`src/rtl/pin_expander_pkg.sv`:
```
// constants for the sixteen-pin processor control expander register bank
// assumes a 32-bit AHB-Lite slave, one register to each aligned word
package pin_expander_pkg;

	// pins in each port
	localparam int PORT_WIDTH = 8;

	// register indices as printed; byte address is four times the index
	localparam logic [7:0] PORT0_PIN_LEVELS_IDX    = 8'h0C;
	localparam logic [7:0] PORT1_PIN_LEVELS_IDX    = 8'h0D;
	localparam logic [7:0] PORT0_DRIVE_LEVELS_IDX  = 8'h0E;
	localparam logic [7:0] PORT1_DRIVE_LEVELS_IDX  = 8'h0F;
	localparam logic [7:0] PORT0_PIN_DIRECTION_IDX = 8'h10;
	localparam logic [7:0] PORT1_PIN_DIRECTION_IDX = 8'h11;

	// byte address of a register index
	localparam int ADDR_SHIFT = 2;

	// values after reset
	localparam logic [7:0] DRIVE_LEVELS_RESET  = 8'h00;
	localparam logic [7:0] PIN_DIRECTION_RESET = 8'h00;

	// port-1 input bits with no pin behind them read as zero
	localparam logic [7:0] PORT1_LEVEL_MASK = 8'h77;

	// port-1 bit 3 has no pin at all
	localparam int PORT1_RESERVED_BIT = 3;

	// ahb-lite encodings
	localparam logic [1:0] HTRANS_NONSEQ = 2'h2;
	localparam logic [1:0] HTRANS_SEQ    = 2'h3;
	localparam logic       HRESP_OKAY    = 1'b0;

endpackage

```
`src/rtl/expander_port.sv`:
```
// one eight-pin port: drive level register, direction register and the
// sampled pin levels; pins are synchronous to hclk
`timescale 1ns/1ns
module expander_port
	import pin_expander_pkg::*;
#(
	parameter int WIDTH = PORT_WIDTH
) (
	input  wire logic             hclk,
	input  wire logic             hresetn,
	input  wire logic             ce,
	input  wire logic             drive_we,
	input  wire logic             dir_we,
	input  wire logic [WIDTH-1:0] wdata,
	input  wire logic [WIDTH-1:0] pin_in,
	output logic      [WIDTH-1:0] pin_out,
	output logic      [WIDTH-1:0] pin_oe_n,
	output logic      [WIDTH-1:0] drive_q,
	output logic      [WIDTH-1:0] dir_q,
	output logic      [WIDTH-1:0] level_q
);

	// RULE_04 drive levels reset
	// RULE_07 drive levels reset
	always_ff @(posedge hclk or negedge hresetn) begin
		if (!hresetn) begin
			drive_q <= WIDTH'(DRIVE_LEVELS_RESET);
		end else if (ce && drive_we) begin
			drive_q <= wdata;
		end
	end

	// RULE_09 direction reset zero
	always_ff @(posedge hclk or negedge hresetn) begin
		if (!hresetn) begin
			dir_q <= WIDTH'(PIN_DIRECTION_RESET);
		end else if (ce && dir_we) begin
			dir_q <= wdata;
		end
	end

	// RULE_11 sample pins on every clock with ce high, whatever the direction
	// the pin is read even while driven, so software sees any contention
	always_ff @(posedge hclk or negedge hresetn) begin
		if (!hresetn) begin
			level_q <= '0;
		end else if (ce) begin
			level_q <= pin_in;
		end
	end

	// RULE_10 direction selects role
	// RULE_11 drive only outputs
	assign pin_out  = drive_q;
	assign pin_oe_n = ~dir_q;

endmodule

```
`src/rtl/pin_expander_regs.sv`:
```
// register bank of one sixteen-pin processor control expander
// assumes an ahb-lite master on hclk and pins synchronous to hclk;
// each pin except port-1 bit 7 is split into input, output and active-low output enable; that one has no input
//
// Overview of operation
// RULE_01: port-0 input register shows eight pin levels
// RULE_02: writes to input registers change nothing
// RULE_03: port-1 input: selects, timer-mux, resets
// RULE_04: port-0 output register resets to zero
// RULE_05: port-0 output bits follow fixed pin order
// RULE_06: output bits readable, writable, drive pins
// RULE_07: port-1 output register read/write, resets zero
// RULE_08: port-1 output bits order, bit 3 reserved
// RULE_09: port-0 direction register resets to zero
// RULE_10: direction bit zero input, one output
// RULE_11: pin driven only when set output
//
// Added by the designer: the AHB-Lite slave port.
`timescale 1ns/1ns
module pin_expander_regs
	import pin_expander_pkg::*;
(
	input  wire logic        hclk,
	input  wire logic        hresetn,
	input  wire logic        ce,
	// ahb-lite slave
	input  wire logic        hsel,
	input  wire logic [31:0] haddr,
	input  wire logic [1:0]  htrans,
	input  wire logic        hwrite,
	// only the low byte of hwdata is stored, whatever the size
	input  wire logic [2:0]  hsize,
	input  wire logic [31:0] hwdata,
	input  wire logic        hready,
	output logic             hreadyout,
	output logic      [31:0] hrdata,
	output logic             hresp,
	// port 0 pins
	// bit 0: core clock select 0
	input  wire logic        core_clock_select_0_level,
	output logic             core_clock_select_0,
	output logic             core_clock_select_0_oe_n,
	// bit 1: core clock select 1
	input  wire logic        core_clock_select_1_level,
	output logic             core_clock_select_1,
	output logic             core_clock_select_1_oe_n,
	// bit 2: host out
	input  wire logic        host_out_level,
	output logic             host_out_drive,
	output logic             host_out_drive_oe_n,
	// bit 3: non-maskable interrupt
	input  wire logic        nonmaskable_irq_level,
	output logic             nonmaskable_irq_drive,
	output logic             nonmaskable_irq_drive_oe_n,
	// bit 4: local reset
	input  wire logic        local_reset_level,
	output logic             local_reset_drive,
	output logic             local_reset_drive_oe_n,
	// bit 5: local reset interrupt enable
	input  wire logic        local_reset_irq_enable_level,
	output logic             local_reset_irq_enable_drive,
	output logic             local_reset_irq_enable_drive_oe_n,
	// bit 6: boot complete
	input  wire logic        boot_done_level,
	output logic             boot_done_drive,
	output logic             boot_done_drive_oe_n,
	// bit 7: reset status
	input  wire logic        reset_status_level,
	output logic             reset_status_drive,
	output logic             reset_status_drive_oe_n,
	// port 1 pins
	// bit 0: core select 0
	input  wire logic        core_select_0_level,
	output logic             core_select_0_drive,
	output logic             core_select_0_drive_oe_n,
	// bit 1: core select 1
	input  wire logic        core_select_1_level,
	output logic             core_select_1_drive,
	output logic             core_select_1_drive_oe_n,
	// bit 2: core select 2
	input  wire logic        core_select_2_level,
	output logic             core_select_2_drive,
	output logic             core_select_2_drive_oe_n,
	// bit 4: timer mux output enable
	input  wire logic        timer_mux_oe_level,
	output logic             timer_mux_oe_drive,
	output logic             timer_mux_oe_drive_oe_n,
	// bit 5: full reset
	input  wire logic        full_reset_level,
	output logic             full_reset_drive,
	output logic             full_reset_drive_oe_n,
	// bit 6: warm reset
	input  wire logic        warm_reset_level,
	output logic             warm_reset_drive,
	output logic             warm_reset_drive_oe_n,
	// bit 7: power-on reset, drive only
	output logic             power_on_reset_drive,
	output logic             power_on_reset_drive_oe_n
);

	// true when a word address hits a register index
	function automatic logic reg_hit(input logic [31:0] addr,
		input logic [7:0] idx);
		reg_hit = (addr == (32'(idx) << ADDR_SHIFT));
	endfunction

	// bus side state
	logic        addr_valid;
	logic        wr_pend_q;
	logic [31:0] wr_addr_q;
	logic [31:0] rdata_q;
	logic [31:0] rdata_d;
	logic [7:0]  wbyte;

	// port 0 pin vectors and register copies
	logic [7:0]  p0_pin_in;
	logic [7:0]  p0_pin_out;
	logic [7:0]  p0_pin_oe_n;
	logic [7:0]  p0_drive;
	logic [7:0]  p0_dir;
	logic [7:0]  p0_level;

	// port 1 pin vectors and register copies
	logic [7:0]  p1_pin_in;
	logic [7:0]  p1_pin_out;
	logic [7:0]  p1_pin_oe_n;
	logic [7:0]  p1_drive;
	logic [7:0]  p1_dir;
	logic [7:0]  p1_level;

	// address phase is taken on any nonseq or seq while the bus is ready;
	// a frozen block holds hready low so no transfer is half done
	assign addr_valid = hsel && hready && ce &&
		(htrans == HTRANS_NONSEQ || htrans == HTRANS_SEQ);
	assign hreadyout  = ce;

	// no access can fail, so every answer is okay
	assign hresp      = HRESP_OKAY;
	assign hrdata     = rdata_q;
	assign wbyte      = hwdata[7:0];

	// write decode on the registered address, during the data phase
	// RULE_02 inputs ignore writes
	logic wr_p0_drive;
	logic wr_p1_drive;
	logic wr_p0_dir;
	logic wr_p1_dir;
	assign wr_p0_drive = wr_pend_q && reg_hit(wr_addr_q, PORT0_DRIVE_LEVELS_IDX);
	assign wr_p1_drive = wr_pend_q && reg_hit(wr_addr_q, PORT1_DRIVE_LEVELS_IDX);
	assign wr_p0_dir   = wr_pend_q && reg_hit(wr_addr_q, PORT0_PIN_DIRECTION_IDX);
	assign wr_p1_dir   = wr_pend_q && reg_hit(wr_addr_q, PORT1_PIN_DIRECTION_IDX);

	// read selection; unmapped addresses read zero
	// RULE_01 port-0 levels readback
	// RULE_03 port-1 levels readback
	// RULE_06 drive bits read back
	always_comb begin
		rdata_d = '0;
		if (reg_hit(haddr, PORT0_PIN_LEVELS_IDX)) begin
			rdata_d[7:0] = p0_level;
		end else if (reg_hit(haddr, PORT1_PIN_LEVELS_IDX)) begin
			rdata_d[7:0] = p1_level & PORT1_LEVEL_MASK;
		end else if (reg_hit(haddr, PORT0_DRIVE_LEVELS_IDX)) begin
			rdata_d[7:0] = p0_drive;
		end else if (reg_hit(haddr, PORT1_DRIVE_LEVELS_IDX)) begin
			rdata_d[7:0] = p1_drive;
		end else if (reg_hit(haddr, PORT0_PIN_DIRECTION_IDX)) begin
			rdata_d[7:0] = p0_dir;
		end else if (reg_hit(haddr, PORT1_PIN_DIRECTION_IDX)) begin
			rdata_d[7:0] = p1_dir;
		end
	end

	// read data is captured in the address phase and stands in the data
	// phase, so a read costs no wait state
	always_ff @(posedge hclk or negedge hresetn) begin
		if (!hresetn) begin
			rdata_q <= '0;
		end else if (addr_valid && !hwrite) begin
			rdata_q <= rdata_d;
		end
	end

	// write address held for the data phase, when hwdata stands
	always_ff @(posedge hclk or negedge hresetn) begin
		if (!hresetn) begin
			wr_pend_q <= 1'b0;
			wr_addr_q <= '0;
		end else if (ce) begin
			wr_pend_q <= addr_valid && hwrite;
			if (addr_valid && hwrite) begin
				wr_addr_q <= haddr;
			end
		end
	end

	// RULE_01 port-0 pin sampling
	// RULE_05 port-0 bit order
	assign p0_pin_in = {reset_status_level, boot_done_level,
		local_reset_irq_enable_level, local_reset_level,
		nonmaskable_irq_level, host_out_level,
		core_clock_select_1_level, core_clock_select_0_level};

	// RULE_03 port-1 pin sampling
	// bit 3 has no pin and bit 7 is drive only
	assign p1_pin_in = {1'b0, warm_reset_level, full_reset_level,
		timer_mux_oe_level, 1'b0, core_select_2_level,
		core_select_1_level, core_select_0_level};

	// RULE_06 writes drive pins
	expander_port #(
		.WIDTH (PORT_WIDTH)
	) u_port0 (
		.hclk     (hclk),
		.hresetn  (hresetn),
		.ce       (ce),
		.drive_we (wr_p0_drive),
		.dir_we   (wr_p0_dir),
		.wdata    (wbyte),
		.pin_in   (p0_pin_in),
		.pin_out  (p0_pin_out),
		.pin_oe_n (p0_pin_oe_n),
		.drive_q  (p0_drive),
		.dir_q    (p0_dir),
		.level_q  (p0_level)
	);

	expander_port #(
		.WIDTH (PORT_WIDTH)
	) u_port1 (
		.hclk     (hclk),
		.hresetn  (hresetn),
		.ce       (ce),
		.drive_we (wr_p1_drive),
		.dir_we   (wr_p1_dir),
		.wdata    (wbyte),
		.pin_in   (p1_pin_in),
		.pin_out  (p1_pin_out),
		.pin_oe_n (p1_pin_oe_n),
		.drive_q  (p1_drive),
		.dir_q    (p1_dir),
		.level_q  (p1_level)
	);

	// bit 0: core clock select 0
	// RULE_05 port-0 pin mapping
	assign core_clock_select_0               = p0_pin_out[0];
	assign core_clock_select_0_oe_n          = p0_pin_oe_n[0];

	// bit 1: core clock select 1
	assign core_clock_select_1               = p0_pin_out[1];
	assign core_clock_select_1_oe_n          = p0_pin_oe_n[1];

	// bit 2: host out
	assign host_out_drive                    = p0_pin_out[2];
	assign host_out_drive_oe_n               = p0_pin_oe_n[2];

	// bit 3: non-maskable interrupt
	assign nonmaskable_irq_drive             = p0_pin_out[3];
	assign nonmaskable_irq_drive_oe_n        = p0_pin_oe_n[3];

	// bit 4: local reset
	assign local_reset_drive                 = p0_pin_out[4];
	assign local_reset_drive_oe_n            = p0_pin_oe_n[4];

	// bit 5: local reset interrupt enable
	assign local_reset_irq_enable_drive      = p0_pin_out[5];
	assign local_reset_irq_enable_drive_oe_n = p0_pin_oe_n[5];

	// bit 6: boot complete
	assign boot_done_drive                   = p0_pin_out[6];
	assign boot_done_drive_oe_n              = p0_pin_oe_n[6];

	// bit 7: reset status
	assign reset_status_drive                = p0_pin_out[7];
	assign reset_status_drive_oe_n           = p0_pin_oe_n[7];

	// bit 3 keeps what software writes but reaches no pin
	// bit 0: core select 0
	// RULE_08 port-1 pin mapping
	assign core_select_0_drive       = p1_pin_out[0];
	assign core_select_0_drive_oe_n  = p1_pin_oe_n[0];

	// bit 1: core select 1
	assign core_select_1_drive       = p1_pin_out[1];
	assign core_select_1_drive_oe_n  = p1_pin_oe_n[1];

	// bit 2: core select 2
	assign core_select_2_drive       = p1_pin_out[2];
	assign core_select_2_drive_oe_n  = p1_pin_oe_n[2];

	// bit 4: timer mux output enable
	assign timer_mux_oe_drive        = p1_pin_out[4];
	assign timer_mux_oe_drive_oe_n   = p1_pin_oe_n[4];

	// bit 5: full reset
	assign full_reset_drive          = p1_pin_out[5];
	assign full_reset_drive_oe_n     = p1_pin_oe_n[5];

	// bit 6: warm reset
	assign warm_reset_drive          = p1_pin_out[6];
	assign warm_reset_drive_oe_n     = p1_pin_oe_n[6];

	// bit 7: power-on reset, no level input behind it
	assign power_on_reset_drive      = p1_pin_out[7];
	assign power_on_reset_drive_oe_n = p1_pin_oe_n[7];

endmodule

```
`config.mk`:
```
export PLATFORM = sky130hd
export DESIGN_NAME = pin_expander_regs
export DESIGN_NICKNAME = d
export VERILOG_FILES = /design/src/rtl/pin_expander_pkg.sv /design/src/rtl/expander_port.sv /design/src/rtl/pin_expander_regs.sv
export SDC_FILE = /design/constraint.sdc
export NUM_CORES = 1
export LEC_CHECK = 0
export ABC_AREA = 0
export BUFFER_PORTS_ARGS = -buffer_cell sky130_fd_sc_hd__buf_2
export CAP_MARGIN = 20
export CORE_AREA = 2 2 95 97
export DETAILED_ROUTE_END_ITERATION = 10
export DIE_AREA = 0 0 97 99
export GPL_ROUTABILITY_DRIVEN = 0
export PLACE_DENSITY = 0.84
export RECOVER_POWER = 50
export SKIP_LAST_GASP = 1
export SLEW_MARGIN = 20
export SYNTH_ARGS = -nofsm -noshare
export SYNTH_HDL_FRONTEND = slang
export SYNTH_SLANG_ARGS = --single-unit
```
`constraint.sdc`:
```
create_clock -name hclk -period 2.1 [get_ports hclk]
set_input_delay 0.525 -clock hclk [delete_from_list [all_inputs] [get_ports hclk]]
set_output_delay 0.525 -clock hclk [all_outputs]
set_load 0.03 [all_outputs]
```
==> results.yml <==
status:
  status: "finished, violations left"
  violations: "negative setup slack"
timing:
  finalSetupViolCount: 16
  slew_headroom_pct: 44.3
  tightestPinTransition_ns: 0.835
  fmax_ghz: 0.459
  setup_tns_ns: -0.610
  timing.final.max_slew_violations: 0
  rsz0062_at_grt: "yes"
  period_needed_ns: 2.18
  fin_ws_ns: -0.0776
  timing.final.hold_violations: 0
  skew_ns: 0.0122
  fin_crit_sh_pct: 104
finish:
  fin_util_pct: 60.2
  syn_to_final_growth_pct: 24.6
  nets: 535
  n_antenna_cell: 0
  final_area_mm2: 0.00515
  drive_gt1_share_pct: 54.1
  fillerInstances: 644
  stdcell_count: 559
die:
  fp.dieW_um: 97
  dieArea_mm2: 0.00960
  start_util_pct: 48.3
  io_pins: 153
  rows: 34
  core_mm2: 0.00855
  die_y_um: 99
critical_path:
  critical_path_arrival_ns: 2.42
  cp_top_family: "simple AND/OR/NAND/NOR gates"
  endpoint_kind: "flop"
  crit_chain: "nor4_2 > nand4_1 > nor4_4 > nand4_1 > nor2_2 > buf_6 > mux2_2"
  worst_path_max_delay_cell: "dfrtp_1"
  slowest_delay_ns: 0.39
  cp_num_buf_inv: 1
  criticalPathCategory: "reg -> reg"
  rr_worst_depth: 7
  crit_top_cell: "nand4_1"
  worstPathRequired_ns: 2.34
  cp_num_cells: 7
  start_kind: "flop"
  path_max_fanout: 5
power_and_ir_drop:
  combPwrFrac_pct: 15.4
  internal_power_mw: 2.73
  power.leakage_nw: 2.49
  sw_frac_of_total_pct: 27.5
  vdd_drop_max_v: 0.000353
  clkPwrFrac_pct: 31.2
  power_density_mw_per_mm2: 730
  switchingPower_mw: 1.04
  seq_power_share_pct: 53.5
drt:
  drc: 0
  vias_per_cell: 5.46
  drtAntennaViolNets: 0
  drt-total-wl_mm: 9.75
  vias: 3054
  avgRoutedWirePerCell_um: 17.4
  dr.pass1.iters: 4
  drtIter0Drc: 165
clock_network:
  clk_pin_slew_ns: 0.08
  htree_levels: 3
  clk_latency_ns: 0.36
  tritoncts: "built"
  clk_path_buf_depth: 2
  clock_sinks: 87
  root_buffer: "clkbuf_8"
  cts_made_buffers: 9
  holdBufCountCts: 0
place:
  dp_worst_setup_slack_ns: -0.276
  place_area_mm2: 0.00490
  hpwl_mm: 7.27
  dpl.cell_count: 543
  port_buffers: 99
grt:
  grt.total_usage_pct: 20.8
  grt_pass1_vias: 3247
  grt_max_degree: 35
  antenna_found_initial: 0
  grt_pass1_wl_mm: 15.9
  overflow: 0
synth:
  yosysWarnings: 0
  synth_top_area_share_pct: 52.7
  syn_area_mm2: 0.00413
  yosysSeqAreaShare_pct: 52.7
  synth_top_area_cell: "dfrtp_1"
  synth_edf_count: 0
  async_flop_share_pct: 100
  yosys-top-cells-area: "dfrtp_1 53%, mux2_2 21%, buf_4 4.9%"
  synth-seq-cells: 87
  synthAdderAreaFrac_pct: 0
  synth-compound-area-share_pct: 7.08
  synth_mux_area_share_pct: 21.3
  postSynthCellCount: 317
  synth_xor_area_share_pct: 0
  synth_top_family_by_area: "multiplexers"
  synth_cell_types: 37
  synthSimpleGateAreaFrac_pct: 11.7
  synth.avg_cell_area_um2: 13.0
  synth-main-ff-cell: "dfrtp_1"
worst_hold_path:
  min_path_type: "in -> async"
flow_run:
  max_cap_violations: 0
==> layout make-up <==
type | instances | area [um^2] | area share [%]
clock buffer | 12 | 145 | 2.82
multi-input combinational | 202 | 1820 | 35.2
clock inverter | 4 | 55.1 | 1.07
sequential | 87 | 2180 | 42.3
timing repair buffer | 129 | 759 | 14.7
inverter | 17 | 63.8 | 1.24
tap | 108 | 135 | 2.62
==> sequential cells by signal, indices dropped and copies added, names as in the netlist <==
signal / flops
u_port0.dir_q: 8
u_port1.drive_q: 8
u_port1.dir_q: 8
wr_pend_q: 1
u_port0.level_q: 8
wr_addr_q: 32
hrdata: 8
u_port0.drive_q: 8
u_port1.level_q: 6
==> kinds of logic after synthesis <==
| family | Yosys count |
|---|---|
| other | 1 |
| muxes | 78 |
| DFF | 87 |
| and+or+nand+nor | 63 |
| AOI/OAI and AO/OA | 36 |
| buffers and inverters | 52 |
==> cell usage after synthesis, types with 2 or more instances <==
cell	n
nand4_1	4
nor2_2	2
nand3_1	3
o221ai_1	6
nor4_4	4
nand2_1	5
inv_1	17
a221oi_1	3
nand2b_1	8
buf_2	2
clkbuf_1	2
a221o_1	2
a21oi_1	2
nor2_1	10
nor4_2	5
buf_1	4
mux2_2	78
o21ai_0	3
nor4_1	7
and3_1	3
nor3_1	2
nor3_2	2
buf_4	27
o22ai_2	3
a222oi_1	8
dfrtp_1	87
o21ai_1	8
==> power by group through the flow <==
stage	sequential, mW	clock [mW]	combinational, mW
after floorplan	2.04	0	0.359
after global placement	2.01	0	0.556
after detailed placement	2.03	0	0.577
after CTS	2.01	1.19	0.586
after global routing	2.04	1.26	0.625
final	2.01	1.17	0.578
==> path summary, 6_finish.rpt <==
kind / startpoint / endpoint / slack (ns)
max in group asynchronous: hresetn / u_port0.dir_q[4] / 0.56
worst max-delay path: wr_addr_q[7] / u_port1.drive_q[4] / -0.08
worst max register to register: wr_addr_q[7] / u_port1.drive_q[4] / -0.08
worst min-delay path: hresetn / wr_addr_q[15] / 0.24
worst min register to register: wr_addr_q[9] / wr_addr_q[9] / 0.51
min in group hclk: full_reset_level / u_port1.level_q[5] / 0.39
==> repair_timing <==
item / in CTS / in global routing
resized for setup: 9 / 7
cloned: 0 / 0
endpoints found under the setup margin: 32 / 33
endpoints found under the hold margin: 0 / 0
setup buffers: 0 / 0
pin swaps: 3 / 2
==> per-stage QoR <==
| step | hold slack [ns] | power [mW] |
|---|---|---|
| 2_1_floorplan | 0.229 | 2.40 |
| 3_3_place_gp | 0.480 | 2.57 |
| 3_5_place_dp | 0.493 | 2.61 |
| 4_1_cts | 0.109 | 3.78 |
| 5_1_grt | 0.300 | 3.92 |
| 6_report | 0.238 | 3.76 |
==> layout by cell type (no fill, tap or decap), types with 3 or more instances in the layout <==
| master | instances |
|---|---|
| conb_1 | 25 |
| nand3_1 | 3 |
| nor2_1 | 10 |
| a222oi_1 | 8 |
| nor4_4 | 6 |
| mux2_4 | 7 |
| nand2_1 | 5 |
| buf_12 | 3 |
| nor4_2 | 6 |
| nor4_1 | 4 |
| o21ai_1 | 8 |
| o221ai_1 | 6 |
| buf_6 | 3 |
| mux2_2 | 71 |
| o21ai_0 | 3 |
| inv_1 | 17 |
| buf_2 | 97 |
| dfrtp_1 | 87 |
| and3_1 | 3 |
| clkbuf_2 | 3 |
| nand2b_1 | 8 |
| a221oi_1 | 3 |
| clkbuf_1 | 4 |
| buf_4 | 21 |
| o22ai_2 | 3 |
| nand4_1 | 4 |
| clkbuf_8 | 10 |
==> metal layers <==
layer	track usage, %	vias to the layer above	wire length [um]
met5	0	-	0
met4	9.43	0	295
met3	4.18	25	467
met2	35.3	110	4940
met1	26.0	1538	4050
li1	-	1381	-
Power figures use the tool's default switching activity.
